[src/inc/dac_defs.svh]
// Constants for the serial converter front end
`ifndef DAC_DEFS_SVH
`define DAC_DEFS_SVH
`define WORD_BITS 16
`define MIDSCALE_CODE 16'h0000
`define POS_FULL_CODE 16'h7fff
`define NEG_FULL_CODE 16'h8000
`endif

[src/inc/dac_pkg.sv]
// Types shared by the converter front end
package dac_pkg;
  typedef enum logic [1:0] {
    MODE_IDLE = 2'b00,
    MODE_SHIFT = 2'b01,
    MODE_LOAD = 2'b10,
    MODE_BOTH = 2'b11
  } stage_mode_type;
endpackage

[src/sclk_edge.sv]
// Rising edge detector for the host serial clock
`timescale 1ns/1ps
`default_nettype none
module sclk_edge (
  input wire logic clk,
  input wire logic resetn,
  input wire logic level_in,
  output logic rise
);
  logic prev_reg;
  logic prev_next;

  // Next value of the held level
  always_comb begin
    prev_next = level_in;
  end

  // Idle level of the serial clock is high
  always_ff @(posedge clk) begin
    if (!resetn) begin
      prev_reg <= 1'b1;
    end else begin
      prev_reg <= prev_next;
    end
  end

  // High after low completes a clock cycle
  assign rise = level_in & ~prev_reg;
endmodule
`default_nettype wire

[src/serial_dac_double_buffer.sv]
// Double buffered serial front end of a 16-bit converter
`timescale 1ns/1ps
`default_nettype none
`include "dac_defs.svh"

module serial_dac_double_buffer
  import dac_pkg::*;
#(
  parameter int WIDTH = `WORD_BITS
) (
  input wire logic clk,
  input wire logic resetn,
  input wire logic serial_clock,
  input wire logic serial_data_in,
  input wire logic input_stage_enable_n,
  input wire logic output_latch_enable_n,
  input wire logic clear_n,
  output logic serial_data_out,
  output logic [WIDTH-1:0] twos_complement_code,
  output logic at_bipolar_zero
);
  // Input stage and output latch with their next values
  logic [WIDTH-1:0] shift_reg;
  logic [WIDTH-1:0] shift_next;
  logic [WIDTH-1:0] latch_reg;
  logic [WIDTH-1:0] latch_next;

  // Registered status outputs
  logic out_bit_reg;
  logic out_bit_next;
  logic zero_flag_reg;
  logic zero_flag_next;

  // Decoded serial clock edge and enable mode
  logic sclk_rise;
  stage_mode_type mode;

  // Serial clock edge from a single-cycle detector
  sclk_edge u_edge (
    .clk(clk),
    .resetn(resetn),
    .level_in(serial_clock),
    .rise(sclk_rise)
  );

  // Active low enables form the mode
  assign mode = stage_mode_type'({~output_latch_enable_n,
                                  ~input_stage_enable_n});

  // Next state of the two stages
  // Clear is sampled like every pin, so it acts one clock late
  // but wins every edge on which it is low, rise or not
  always_comb begin
    shift_next = shift_reg;
    latch_next = latch_reg;
    if (!clear_n) begin
      shift_next = WIDTH'(`MIDSCALE_CODE);
      latch_next = WIDTH'(`MIDSCALE_CODE);
    end else if (sclk_rise) begin
      case (mode)
        MODE_SHIFT: begin
          // MSB first: new bit enters at the bottom
          shift_next = {shift_reg[WIDTH-2:0], serial_data_in};
        end
        MODE_LOAD: begin
          latch_next = shift_reg;
        end
        MODE_BOTH: begin
          // Data flows through both stages in one edge
          shift_next = {shift_reg[WIDTH-2:0], serial_data_in};
          latch_next = {shift_reg[WIDTH-2:0], serial_data_in};
        end
        MODE_IDLE: begin
          // Both disabled: hold
          shift_next = shift_reg;
          latch_next = latch_reg;
        end
        default: begin
          // Unreachable code: hold as well
          shift_next = shift_reg;
          latch_next = latch_reg;
        end
      endcase
    end
  end

  // Registering of the two stages
  always_ff @(posedge clk) begin
    if (!resetn) begin
      shift_reg <= WIDTH'(`MIDSCALE_CODE);
      latch_reg <= WIDTH'(`MIDSCALE_CODE);
    end else begin
      shift_reg <= shift_next;
      latch_reg <= latch_next;
    end
  end

  // Status outputs follow the stages on the same edge
  always_comb begin
    out_bit_next = shift_next[WIDTH-1];
    zero_flag_next = (latch_next == WIDTH'(`MIDSCALE_CODE));
  end

  // Registering of the status outputs
  always_ff @(posedge clk) begin
    if (!resetn) begin
      out_bit_reg <= 1'b0;
      zero_flag_reg <= 1'b1;
    end else begin
      out_bit_reg <= out_bit_next;
      zero_flag_reg <= zero_flag_next;
    end
  end

  // Latch code goes to the core as is
  assign twos_complement_code = latch_reg;
  assign serial_data_out = out_bit_reg;
  assign at_bipolar_zero = zero_flag_reg;
endmodule
`default_nettype wire
[config.mk]
export PLATFORM = sky130hd
export DESIGN_NAME = serial_dac_double_buffer
export DESIGN_NICKNAME = d
export VERILOG_FILES = /design/src/inc/dac_pkg.sv /design/src/sclk_edge.sv /design/src/serial_dac_double_buffer.sv
export VERILOG_INCLUDE_DIRS = /design/src /design/src/inc
export SDC_FILE = /design/constraint.sdc
export NUM_CORES = 1
export LEC_CHECK = 0
export BUFFER_PORTS_ARGS = -buffer_cell sky130_fd_sc_hd__buf_2
export CORE_UTILIZATION = 58
export DETAILED_ROUTE_END_ITERATION = 6
export PLACE_DENSITY_LB_ADDON = 0.3
export SETUP_SLACK_MARGIN = 0.3
export SLEW_MARGIN = 20
export SYNTH_ARGS = -nofsm -noshare
export SYNTH_HDL_FRONTEND = slang
export SYNTH_SLANG_ARGS = --single-unit
[constraint.sdc]
create_clock -name clk -period 3.8 [get_ports clk]
set_input_delay 0.19 -clock clk [delete_from_list [all_inputs] [get_ports clk]]
set_output_delay 0.19 -clock clk [all_outputs]
set_load 0.1 [all_outputs]
; ---- Word level (Yosys, flattened, before mapping)
; Cells that the tools add are included.
[word_totals]
in_bits = 7
out_inout_bits = 18
ff_bits = 34
elab_cells = 19
[classes]
n_reduce_logical = 4
eq_ne = 3
muxes = 3
bitwise = 4
[op_table]
columns = operator, count
row1 = two-way mux 16 bit, 2
row2 = case mux 16 bit (2 select lines), 1
row3 = zero test 16 bit, 1
row4 = == test 2 bit (second input constant), 2
row5 = AND reduction 2 bit, 2
row6 = inverter 1 bit, 3
row7 = == test 2 x 1 -> 1 bit (second input constant), 1
row8 = OR reduction 2 bit, 1
row9 = bitwise AND 1 bit, 1

; ---- Depth between registers and ports, before layout
; Gate-level depths: netlist of the first run.
[depth]
ltp_word = 6
depth_mapped = 5
mapped_depth_nobuf = 4

; ---- Cells and area by module
; A second synthesis of the first run with hierarchy kept.
[unflattened]
cells_unflattened = 153
hier_area_um2 = 1447.6
[modules_own_cells]
columns = module, seq_area_each_um2, cells_per_inst, area_each_um2, instances
row1 = serial_dac_double_buffer, 660.6, 150, 1407.6, 1
row2 = sclk_edge, 20.0, 3, 40.0, 1

; ---- Least setup slack after synthesis of the first run
; No wires, ideal clock.
[synth_timing]
path_kind = register to register
startpoint = register shift_reg[15]
endpoint = register zero_flag_reg, in the netlist at_bipolar_zero
setup_ns = 0.116
period_less_slack_ns = 1.830
path_stages_with_launch = 5
t_arrival_ns = 1.714
path_slack_ns = 1.970
n_path_buf = 0
required_time_ns = 3.684
path_cell_list = dfxtp_1 mux2_2 mux2i_1 and3_1 a31o_1
[synth_via]
elab_chain_cells = 4
[synth_lines]
columns = item, line_no
row1 = start: declaration, serial_dac_double_buffer.sv:23  ; logic [WIDTH-1:0] shift_reg;
row2 = start signal: assignment, serial_dac_double_buffer.sv:90  ; shift_reg <= WIDTH'(`MIDSCALE_CODE);
row3 = start signal: assignment, serial_dac_double_buffer.sv:93  ; shift_reg <= shift_next;
row4 = case mux 16 bit (2 select lines), serial_dac_double_buffer.sv:60  ; case (mode)
row5 = two-way mux 16 bit, serial_dac_double_buffer.sv:59  ; end else if (sclk_rise) begin
row6 = two-way mux 16 bit, serial_dac_double_buffer.sv:56  ; if (!clear_n) begin
row7 = zero test 16 bit, serial_dac_double_buffer.sv:101  ; zero_flag_next = (latch_next == WIDTH'(`MIDSCALE_CODE));
row8 = end signal: assignment, serial_dac_double_buffer.sv:111  ; zero_flag_reg <= zero_flag_next;
row9 = end: declaration, serial_dac_double_buffer.sv:31  ; logic zero_flag_reg;
; No other way between the ends.
; A chain may end at the register's enable or synchronous reset.

; ---- Worst setup path after layout of the first run
[layout_timing]
startpoint = register u_edge.prev_reg
endpoint = register zero_flag_reg, in the netlist at_bipolar_zero
[layout_via]
elab_chain_cells = 5
[layout_lines]
columns = item, line_no
row1 = start: declaration, sclk_edge.sv:10  ; logic prev_reg;
row2 = start signal: assignment, sclk_edge.sv:23  ; prev_reg <= prev_next;
row3 = inverter 1 bit, sclk_edge.sv:28  ; assign rise = level_in & ~prev_reg;
row4 = bitwise AND 1 bit, sclk_edge.sv:28
row5 = two-way mux 16 bit, serial_dac_double_buffer.sv:59
row6 = two-way mux 16 bit, serial_dac_double_buffer.sv:56
row7 = zero test 16 bit, serial_dac_double_buffer.sv:101
; No other way between the ends.

==> impl_metrics.tcl, run 1 <==
set metrics [dict create \
    max-slew-margin-rel_pct 55.20 \
    fin_tns_setup_ps 0 \
    ys_types 22 \
    powerDensity_nw_per_um2 368.2 \
    cp_num_buf_inv 1 \
    avgSynthCellArea_um2 8.840 \
    slowest_stage "nor3b_4" \
    max_freq_mhz 589.5 \
    cts.sink_count 34 \
    cts_root_buffer "clkbuf_4" \
    clock_latency_ps 340 \
    top_level_ports 25 \
    io_buffers 24 \
    postCtsSetupBuffers 0 \
    regArea_um2 680.7 \
    drtIter0Drc 17 \
    numPlacedInstances 209 \
    syn2layout_area_growth_pct 9.688 \
    synth_cells 168 \
    vias_per_cell 5.604 \
    vias 1216 \
    htreeDepth 2 \
    clk_pin_slew_ps 90 \
    dp_hpwl_um 1939 \
    die-area_um2 2767 \
    criticalPathCategory "reg -> reg" \
    crit_fanout 20 \
    fin_cells 217 \
    maxCapViolations 0 \
    postCtsResizedCells 0 \
    initial_core_util_pct 64.06 \
    cp.arrival_ps 1930 \
    required_ps 4040 \
    cts_tree "built" \
    ir_drop_uv 292.6 \
    fin_crit_sh_pct 44.64 \
    holdWs_ps 36.42 \
    num-fill-cells 186 \
    crit_chain "nor3b_4, buf_8, nand4b_1, o31ai_1, a31o_1" \
    grt_pass1_vias 1098 \
    layout.nets 196 \
    synth_seq_cells 34 \
    drive_above_1_share_pct 19.58 \
    start_kind "flip-flop" \
    routedWlPerCell_um 13.34 \
    worstHoldPathType "in -> reg" \
    fin_crit_ps 1696 \
    clockBufferDepth 2 \
    die_h_um 52.60 \
    skew_ps 6.952 \
    first_pass_iters 4 \
    slowest_delay_ps 590 \
    critPathTopFamily "simple AND/OR/NAND/NOR gates" \
    synth_area_um2 1485 \
    leakage_nw 0.6073 \
    drc 0 \
    finalSetupViolCount 0 \
    gr-total-overflow 0 \
    rows 17 \
    grt_util_all_layers_pct 24.67 \
    status "completed" \
    numCtsBuffers 5 \
    hold_viol 0 \
    synth.net_count 175 \
    core_area_um2 2318 \
    final_max_slew_viol_count 0 \
    diodes 0 \
    die_w_um 52.60 \
    multi_input_area_um2 733.2 \
    ctsHoldBuffers 0 \
    wl_um 2895 \
    gp_congestion 0.8149 \
    grt_max_degree 34 \
    grt_pass1_wl_um 4781 \
    drtAntennaViolNets 0 \
    yosys_warnings 0 \
    worst_pin_slew_ps 671.2 \
    seq_area_frac_synth_pct 45.83 \
    end_kind "flip-flop" \
    grt_setup_unrepaired "false" \
    antenna_found_initial 0 \
]
-- Yosys cell counts --
library cell  count  area, µm²
nand4b_1          1      8.760
o21ai_0           1      5.000
nor3_1            4      20.02
nor3b_4           2      37.54
or3b_2            1      8.760
mux2i_1          16      160.2
o31ai_1           1      7.510
nor3b_1           1      7.510
a31o_1            1      8.760
nand2b_1          1      6.260
a21oi_1          19      95.09
buf_6             3      33.78
and3_1            1      6.260
buf_4             2      15.01
nor4_1            4      25.02
mux2_2            3      33.78
nand2_1          34      127.6
clkbuf_1          4      15.01
buf_2             2      10.01
a211oi_1         13      97.59
nor2_1           20      75.07
dfxtp_1          34      680.7
-- worst paths after layout --
kind | start | to | slack (ps) | cells after the start
setup / recovery | u_edge.prev_reg | at_bipolar_zero | 2100 | 5
hold / removal | resetn | u_edge.prev_reg | 40 | 2
setup reg to reg | u_edge.prev_reg | at_bipolar_zero | 2100 | 5
hold reg to reg | shift_reg[15] | shift_reg[15] | 500 | 2
-- metrics by stage --
stage,total power (W),util (%),instance area (µm²),setup slack (ps)
after floorplan,0.0004179,-,1485,1970
after global placement,0.0004250,67.57,1567,1800
after detailed placement,0.0004258,67.57,1567,1733
after CTS,0.0006033,69.51,1612,1713
after global routing,0.0006212,70.26,1629,2024
final,0.0005999,70.26,1629,2104
-- cell type report --
cell class	instances	share of cell area [%]
timing repair buffer	25	8.295
multi-input combinational	123	45.01
tap	28	2.151
sequential	34	41.78
clock buffer	7	2.765
-- kinds of logic (layout without fill, tap and decap cells) --
family,after synthesis,after routing,synth area share [%]
AND/OR/NAND/NOR,69,69,21.74
AO/OA/AOI/OAI,35,35,14.41
flip-flops,34,34,45.83
multiplexers,19,19,13.06
buffers and inverters,11,32,4.970
-- metal layers --
layer,wire (µm),GRT usage (%)
met5,0,0
met1,1405,29.03
met4,54,16.23
met2,1300,39.03
met3,135,6.377
-- power by group --
part	internal, W	total, W	switching (W)
Combinational	0.0000158	0.0000569	0.0000411
Sequential	0.000359	0.000362	0.00000256
Clock	0.0000696	0.000181	0.000112
Total	0.000445	0.000600	0.000155
-- cell usage in the layout, fill, tap and decap left out --
master / n
o21ai_0: 1
and3_1: 1
a211oi_1: 13
nor3_1: 4
mux2i_1: 16
dfxtp_1: 34
a21oi_1: 19
clkbuf_4: 5
nand4b_1: 1
nor4_1: 4
buf_8: 1
nor3b_1: 1
nand2b_1: 1
nor2_1: 20
mux2_2: 3
o31ai_1: 1
nand2_1: 33
or3b_2: 1
a31o_1: 1
nor3b_4: 2
clkbuf_1: 2
buf_2: 24
nand2_2: 1
-- worst reg2reg max path: stages (launching register included) --
cell	delay, ps
dfxtp_1	370
nor3b_4	590
buf_8	240
nand4b_1	140
o31ai_1	90
a31o_1	170
(Power assumes the default switching activity.)
==> run 2, diff against run 1 <==
--- a/config.mk
+++ b/config.mk
@@ -7,7 +7,7 @@
 export NUM_CORES = 1
 export LEC_CHECK = 0
 export BUFFER_PORTS_ARGS = -buffer_cell sky130_fd_sc_hd__buf_2
-export CORE_UTILIZATION = 58
+export CORE_UTILIZATION = 49
 export DETAILED_ROUTE_END_ITERATION = 6
 export PLACE_DENSITY_LB_ADDON = 0.3
 export SETUP_SLACK_MARGIN = 0.3
==> constraint.sdc (replaced) <==
create_clock -name clk -period 1.5 [get_ports clk]
set_input_delay 0.075 -clock clk [delete_from_list [all_inputs] [get_ports clk]]
set_output_delay 0.075 -clock clk [all_outputs]
set_load 0.1 [all_outputs]
==> run 2 against run 1 <==
Critical path depth unchanged. Total power grew to 2.7 times the previous value. Largest cell class unchanged. Global-route usage decreased by 3.1 points. Register-to-register slack lost 2000 ps. Worst hold slack improved by 210 ps. Utilization rose by 2.3 points. Via count grew 16%. Highest routed layer unchanged. The run now ends with DRC left. Sequential share of layout area fell by 6.6 points. Maximum frequency up 19%. Critical endpoint unchanged. Sequential cell count unchanged. Clock power rose to 3.0 times the previous value. Combinational power grew to 3.5 times the previous value.
==> impl_metrics.tcl, run 2 (synthesis gave the netlist of run 1 again) <==
set metrics [dict create \
    initial_core_util_pct 52.94 \
    powerDensity_nw_per_um2 805.4 \
    r2r_start "u_edge.prev_reg" \
    switching_share_pct 26.39 \
    r2r_cells 5 \
    fin_cells 244 \
    drtIter0Drc 56 \
    cp.arrival_ps 1710 \
    combinationalPowerShare_pct 12.1 \
    finalSetupViolCount 0 \
    clock_latency_ps 340 \
    max-slew-margin-rel_pct 67.84 \
    skew_ps 11.48 \
    ir_drop_uv 517.4 \
    grt_util_all_layers_pct 21.58 \
    top_level_ports 25 \
    max_freq_mhz 701.3 \
    layout_common_cells "nand2_1 (26), clkbuf_4 (22), nor2_1 (19), a21oi_1 (19), dfxtp_1 (16)" \
    criticalPathCategory "reg -> reg" \
    worst_pin_slew_ps 485.7 \
    vias_per_cell 5.803 \
    numPlacedInstances 217 \
    status "finished, violations left" \
    core_area_um2 2805 \
    hold_viol 0 \
    leakage_nw 0.7555 \
    rows 19 \
    drc 6 \
    multi_input_area_um2 795.8 \
    clkPwrFrac_pct 32.6 \
    p_seq_share_pct 55.4 \
    final_max_slew_viol_count 0 \
    first_pass_iters 6 \
    cp-endpoint "at_bipolar_zero" \
    htreeDepth 2 \
    end_kind "flip-flop" \
    setup.worst_path.start "u_edge.prev_reg" \
    internal-power_w 0.001208 \
    grt_setup_unrepaired "true" \
    dp_hpwl_um 2109 \
    reg2reg_slack_ps 70 \
    dpl-instance-area_um2 1659 \
    grt_max_degree 34 \
    layout_setup_ws_ps 74.13 \
    num-fill-cells 204 \
    required_ps 1780 \
    cts_tree "built" \
    routedWlPerCell_um 15.27 \
    power_w 0.001641 \
    wl_um 3725 \
    design_area_um2 2037 \
    drtAntennaViolNets 0 \
    cts.sink_count 34 \
    clk_pin_slew_ps 110 \
    worstHoldPathType "in -> reg" \
    pre_cts_slack_ps 105.1 \
    diodes 0 \
    drive_above_1_share_pct 41.78 \
    vias 1416 \
    fin_crit_ps 1426 \
    start_kind "flip-flop" \
    regArea_um2 715.7 \
    grt_pass1_wl_um 5416 \
    fin_tns_setup_ps 0 \
    maxCapViolations 0 \
    clockBufferDepth 2 \
    io_buffers 24 \
    fin_crit_sh_pct 95.06 \
    die-area_um2 3255 \
    r2r-end "at_bipolar_zero" \
    grt_pass1_vias 1207 \
    die_h_um 57.06 \
    antenna_found_initial 0 \
    syn2layout_area_growth_pct 37.15 \
    numCtsBuffers 5 \
    violations "DRC" \
    crit_fanout 3 \
    cts_root_buffer "clkbuf_4" \
    mostFrequentLayoutCell "nand2_1" \
    die_w_um 57.06 \
    gr-total-overflow 0 \
    layout.nets 219 \
    gp_congestion 0.7943 \
    p_sw_w 0.0004329 \
]
[run 2: changes by cell type in the layout (fill, tap and decap cells not counted), sizes merged]
| cell | before | now |
|---|---|---|
| clkinv | 0 | 1 |
| buf | 25 | 26 |
| or3b | 1 | 2 |
| dlygate4sd3 | 0 | 3 |
| clkbuf | 7 | 25 |
[run 2: critical path, stage by stage (launching register included)]
cell     delay [ps]
dfxtp_4         370
nor3b_4         220
buf_6           160
mux2i_2         260
and3_1          210
a31o_1          140
[run 2: power by group through the flow]
| stage | clock network [W] | registers (W) | logic, W |
|---|---|---|---|
| final | 0.000534 | 0.000909 | 0.000198 |
| after detailed placement | 0 | 0.000932 | 0.000151 |
| after CTS | 0.000534 | 0.000908 | 0.000172 |
| after global routing | 0.000586 | 0.000910 | 0.000208 |
| after floorplan | 0 | 0.000977 | 0.0000781 |
| after global placement | 0 | 0.000931 | 0.000149 |
[run 2: timing repair]
action,CTS,global route
setup buffers,6,7
gates resized for setup,4,39
setup endpoints to repair,14,50
hold buffers,3,0
gates cloned,1,2
pin swaps,5,27
hold endpoints to repair,2,0
[run 2: worst min-delay path by stage]
stage | to | slack, ps | startpoint | depth (start not counted)
after floorplan | u_edge.prev_reg | 150 | resetn | 1
after global placement | u_edge.prev_reg | 250 | resetn | 2
after detailed placement | u_edge.prev_reg | 260 | resetn | 2
after CTS | twos_complement_code[15] | 250 | clear_n | 4
after global routing | shift_reg[12] | 280 | clear_n | 4
final | twos_complement_code[15] | 250 | clear_n | 4
[run 2: stage by stage]
step                hold WS (ps)  util, %
global placement           254.2    59.14
finish                     249.9    72.61
floorplan                  148.0        -
detailed placement         260.4    59.14
CTS                        249.3    65.66
global route               278.7    72.61
[run 2: cell type report]
class	instances	share of cell area, %
clock inverter	1	0.2457
tap	31	1.904
timing repair buffer	47	20.95
multi-input combinational	124	39.07
clock buffer	7	2.703
sequential	34	35.14
[run 2: layer usage]
layer | share of wire [%] | up-vias | global-route usage [%]
met2 | 51 | 40 | 35.80
met4 | 1.4 | 0 | 6.969
li1 | - | 678 | -
met5 | 0 | - | 0
met1 | 43 | 692 | 26.61
met3 | 4.9 | 6 | 7.029
==> run 3, diff against run 2 <==
--- a/config.mk
+++ b/config.mk
@@ -9,6 +9,7 @@
 export BUFFER_PORTS_ARGS = -buffer_cell sky130_fd_sc_hd__buf_2
 export CORE_UTILIZATION = 49
 export DETAILED_ROUTE_END_ITERATION = 6
+export MAX_ROUTING_LAYER = met4
 export PLACE_DENSITY_LB_ADDON = 0.3
 export SETUP_SLACK_MARGIN = 0.3
 export SLEW_MARGIN = 20
==> run 3 against run 2 <==
The flow still finishes with violations (DRC). Sequential power hardly changed. Clock power hardly changed. Non-clock buffer count is the same. Worst hold slack improved by 0.60 ps. First-iteration DRC count is 1.8% lower. Setup slack improved by 5.2 ps. Sequential cell count is the same. Cell count unchanged. Register-to-register slack barely moved. Maximum frequency increased by 0.37%. Critical path depth did not move. Routed wire length hardly changed. Largest power group unchanged. Highest routed layer unchanged.
==> impl_metrics.tcl, run 3 (synthesis gave the netlist of run 1 again) <==
set metrics [dict create \
    core_area_um2 2805 \
    top_layer_used "met4" \
    gr-total-overflow 0 \
    fin_tns_setup_ps 0 \
    r2r_cells 5 \
    powerDensity_nw_per_um2 803.6 \
    min_to "twos_complement_code[15]" \
    first_pass_iters 6 \
    end_kind "flip-flop" \
    grt_util_all_layers_pct 22.21 \
    drtIter0Drc 55 \
    vias 1401 \
    io_buffers 24 \
    die_h_um 57.06 \
    diodes 0 \
    cts_root_buffer "clkbuf_4" \
    slowest_delay_ps 370 \
    max_freq_mhz 703.9 \
    slowest_stage "dfxtp_4" \
    leakage_nw 0.7555 \
    cp.arrival_ps 1700 \
    vias_per_cell 5.742 \
    drt-met1-wl_um 1622 \
    maxCapViolations 0 \
    antenna_found_initial 0 \
    worstHoldPathType "in -> reg" \
    drive_above_1_share_pct 41.78 \
    fin_cells 244 \
    grt_pass1_vias 1208 \
    die_w_um 57.06 \
    hold_viol 0 \
    r2r_start "u_edge.prev_reg" \
    layout_common_cells "nand2_1 (26), clkbuf_4 (22), nor2_1 (19), a21oi_1 (19), dfxtp_1 (16)" \
    skew_ps 10.97 \
    fin_crit_ps 1421 \
    gp_congestion 0.8056 \
    start_kind "flip-flop" \
    hold-path-cell-count 4 \
    htreeDepth 2 \
    syn2layout_area_growth_pct 37.15 \
    routed-wl-met2_um 1877 \
    finalSetupViolCount 0 \
    mostFrequentLayoutCell "nand2_1" \
    route.met3.wl_um 170 \
    required_ps 1780 \
    violations "DRC" \
    drtAntennaViolNets 0 \
    cts_tree "built" \
    grt_setup_unrepaired "true" \
    rows 19 \
    status "finished, violations left" \
    criticalPathCategory "reg -> reg" \
    reg2reg_slack_ps 80 \
    fin_crit_sh_pct 94.71 \
    top_level_ports 25 \
    worst_pin_slew_ps 485.9 \
    clk_pin_slew_ps 110 \
    drc 6 \
    die-area_um2 3255 \
    ir_drop_uv 513.3 \
    crit_fanout 3 \
    max-slew-margin-rel_pct 67.83 \
    routedWlPerCell_um 15.25 \
    crit_chain "nor3b_4, buf_6, mux2i_2, and3_1, a31o_1" \
    num-fill-cells 204 \
    clock_latency_ps 340 \
    clockBufferDepth 2 \
    dp_hpwl_um 2109 \
    numCtsBuffers 5 \
    r2r-end "at_bipolar_zero" \
    worstHoldStart "clear_n" \
    grt_max_degree 34 \
    final_max_slew_viol_count 0 \
    cts.sink_count 34 \
    layout.nets 219 \
    grt_pass1_wl_um 5423 \
    wl_um 3722 \
    initial_core_util_pct 52.94 \
    numPlacedInstances 217 \
]
-- run 3: per-stage QoR --
stage               total power, W  hold slack, ps  utilization, %  setup WS [ps]  instance area, µm²
floorplan                 0.001055           148.0               -          260.9                1534
global placement          0.001080           254.2           59.14          149.8                1659
detailed placement        0.001083           260.4           59.14          105.1                1659
CTS                       0.001614           249.3           65.66          163.6                1842
global route              0.001704           277.9           72.61          29.47                2037
finish                    0.001637           250.5           72.61          79.35                2037
-- run 3: worst max path at each step --
stage / start / to / slack (ps) / depth (start not counted)
floorplan: u_edge.prev_reg / at_bipolar_zero / 260 / 4
global placement: u_edge.prev_reg / at_bipolar_zero / 150 / 5
detailed placement: u_edge.prev_reg / at_bipolar_zero / 110 / 5
CTS: u_edge.prev_reg / at_bipolar_zero / 160 / 5
global route: u_edge.prev_reg / at_bipolar_zero / 30 / 5
finish: u_edge.prev_reg / at_bipolar_zero / 80 / 5
-- run 3: power by group --
| part | internal (W) | switching [W] | leakage [nW] | total (W) |
|---|---|---|---|---|
| logic | 0.0000777 | 0.000120 | 0.436 | 0.000197 |
| clock network | 0.000227 | 0.000304 | 0.0353 | 0.000531 |
| registers | 0.000903 | 0.00000585 | 0.284 | 0.000909 |
| total | 0.00121 | 0.000429 | 0.756 | 0.00164 |
-- run 3: cell type report --
type,instances,area (µm²),area share (%)
clock inverters,1,5.005,0.2457
multi-input cells,124,795.8,39.07
repair buffers,47,426.7,20.95
flip-flops and latches,34,715.7,35.14
well taps,31,38.79,1.904
clock buffers,7,55.05,2.703
-- run 3: metal layers --
layer	track usage (%)	vias up
li1	-	676
met1	26.75	677
met2	35.46	42
met3	7.029	6
met4	6.969	0
met5	-	-
-- run 3: what timing repair did --
action,CTS,global route
endpoints found under the hold margin,2,0
hold buffers,3,0
resized for setup,4,39
pin swaps,5,27
gates cloned,1,2
buffers inserted,6,7
setup endpoints to repair,14,50
-- run 3: worst max-delay path, delay by kind of cell, from the launching register on --
family                 cells  cell delay, ps
DFF                        1             370
buffers and inverters      1             160
and+or+nand+nor            2             440
muxes                      1             260
AOI/OAI and AO/OA          1             140
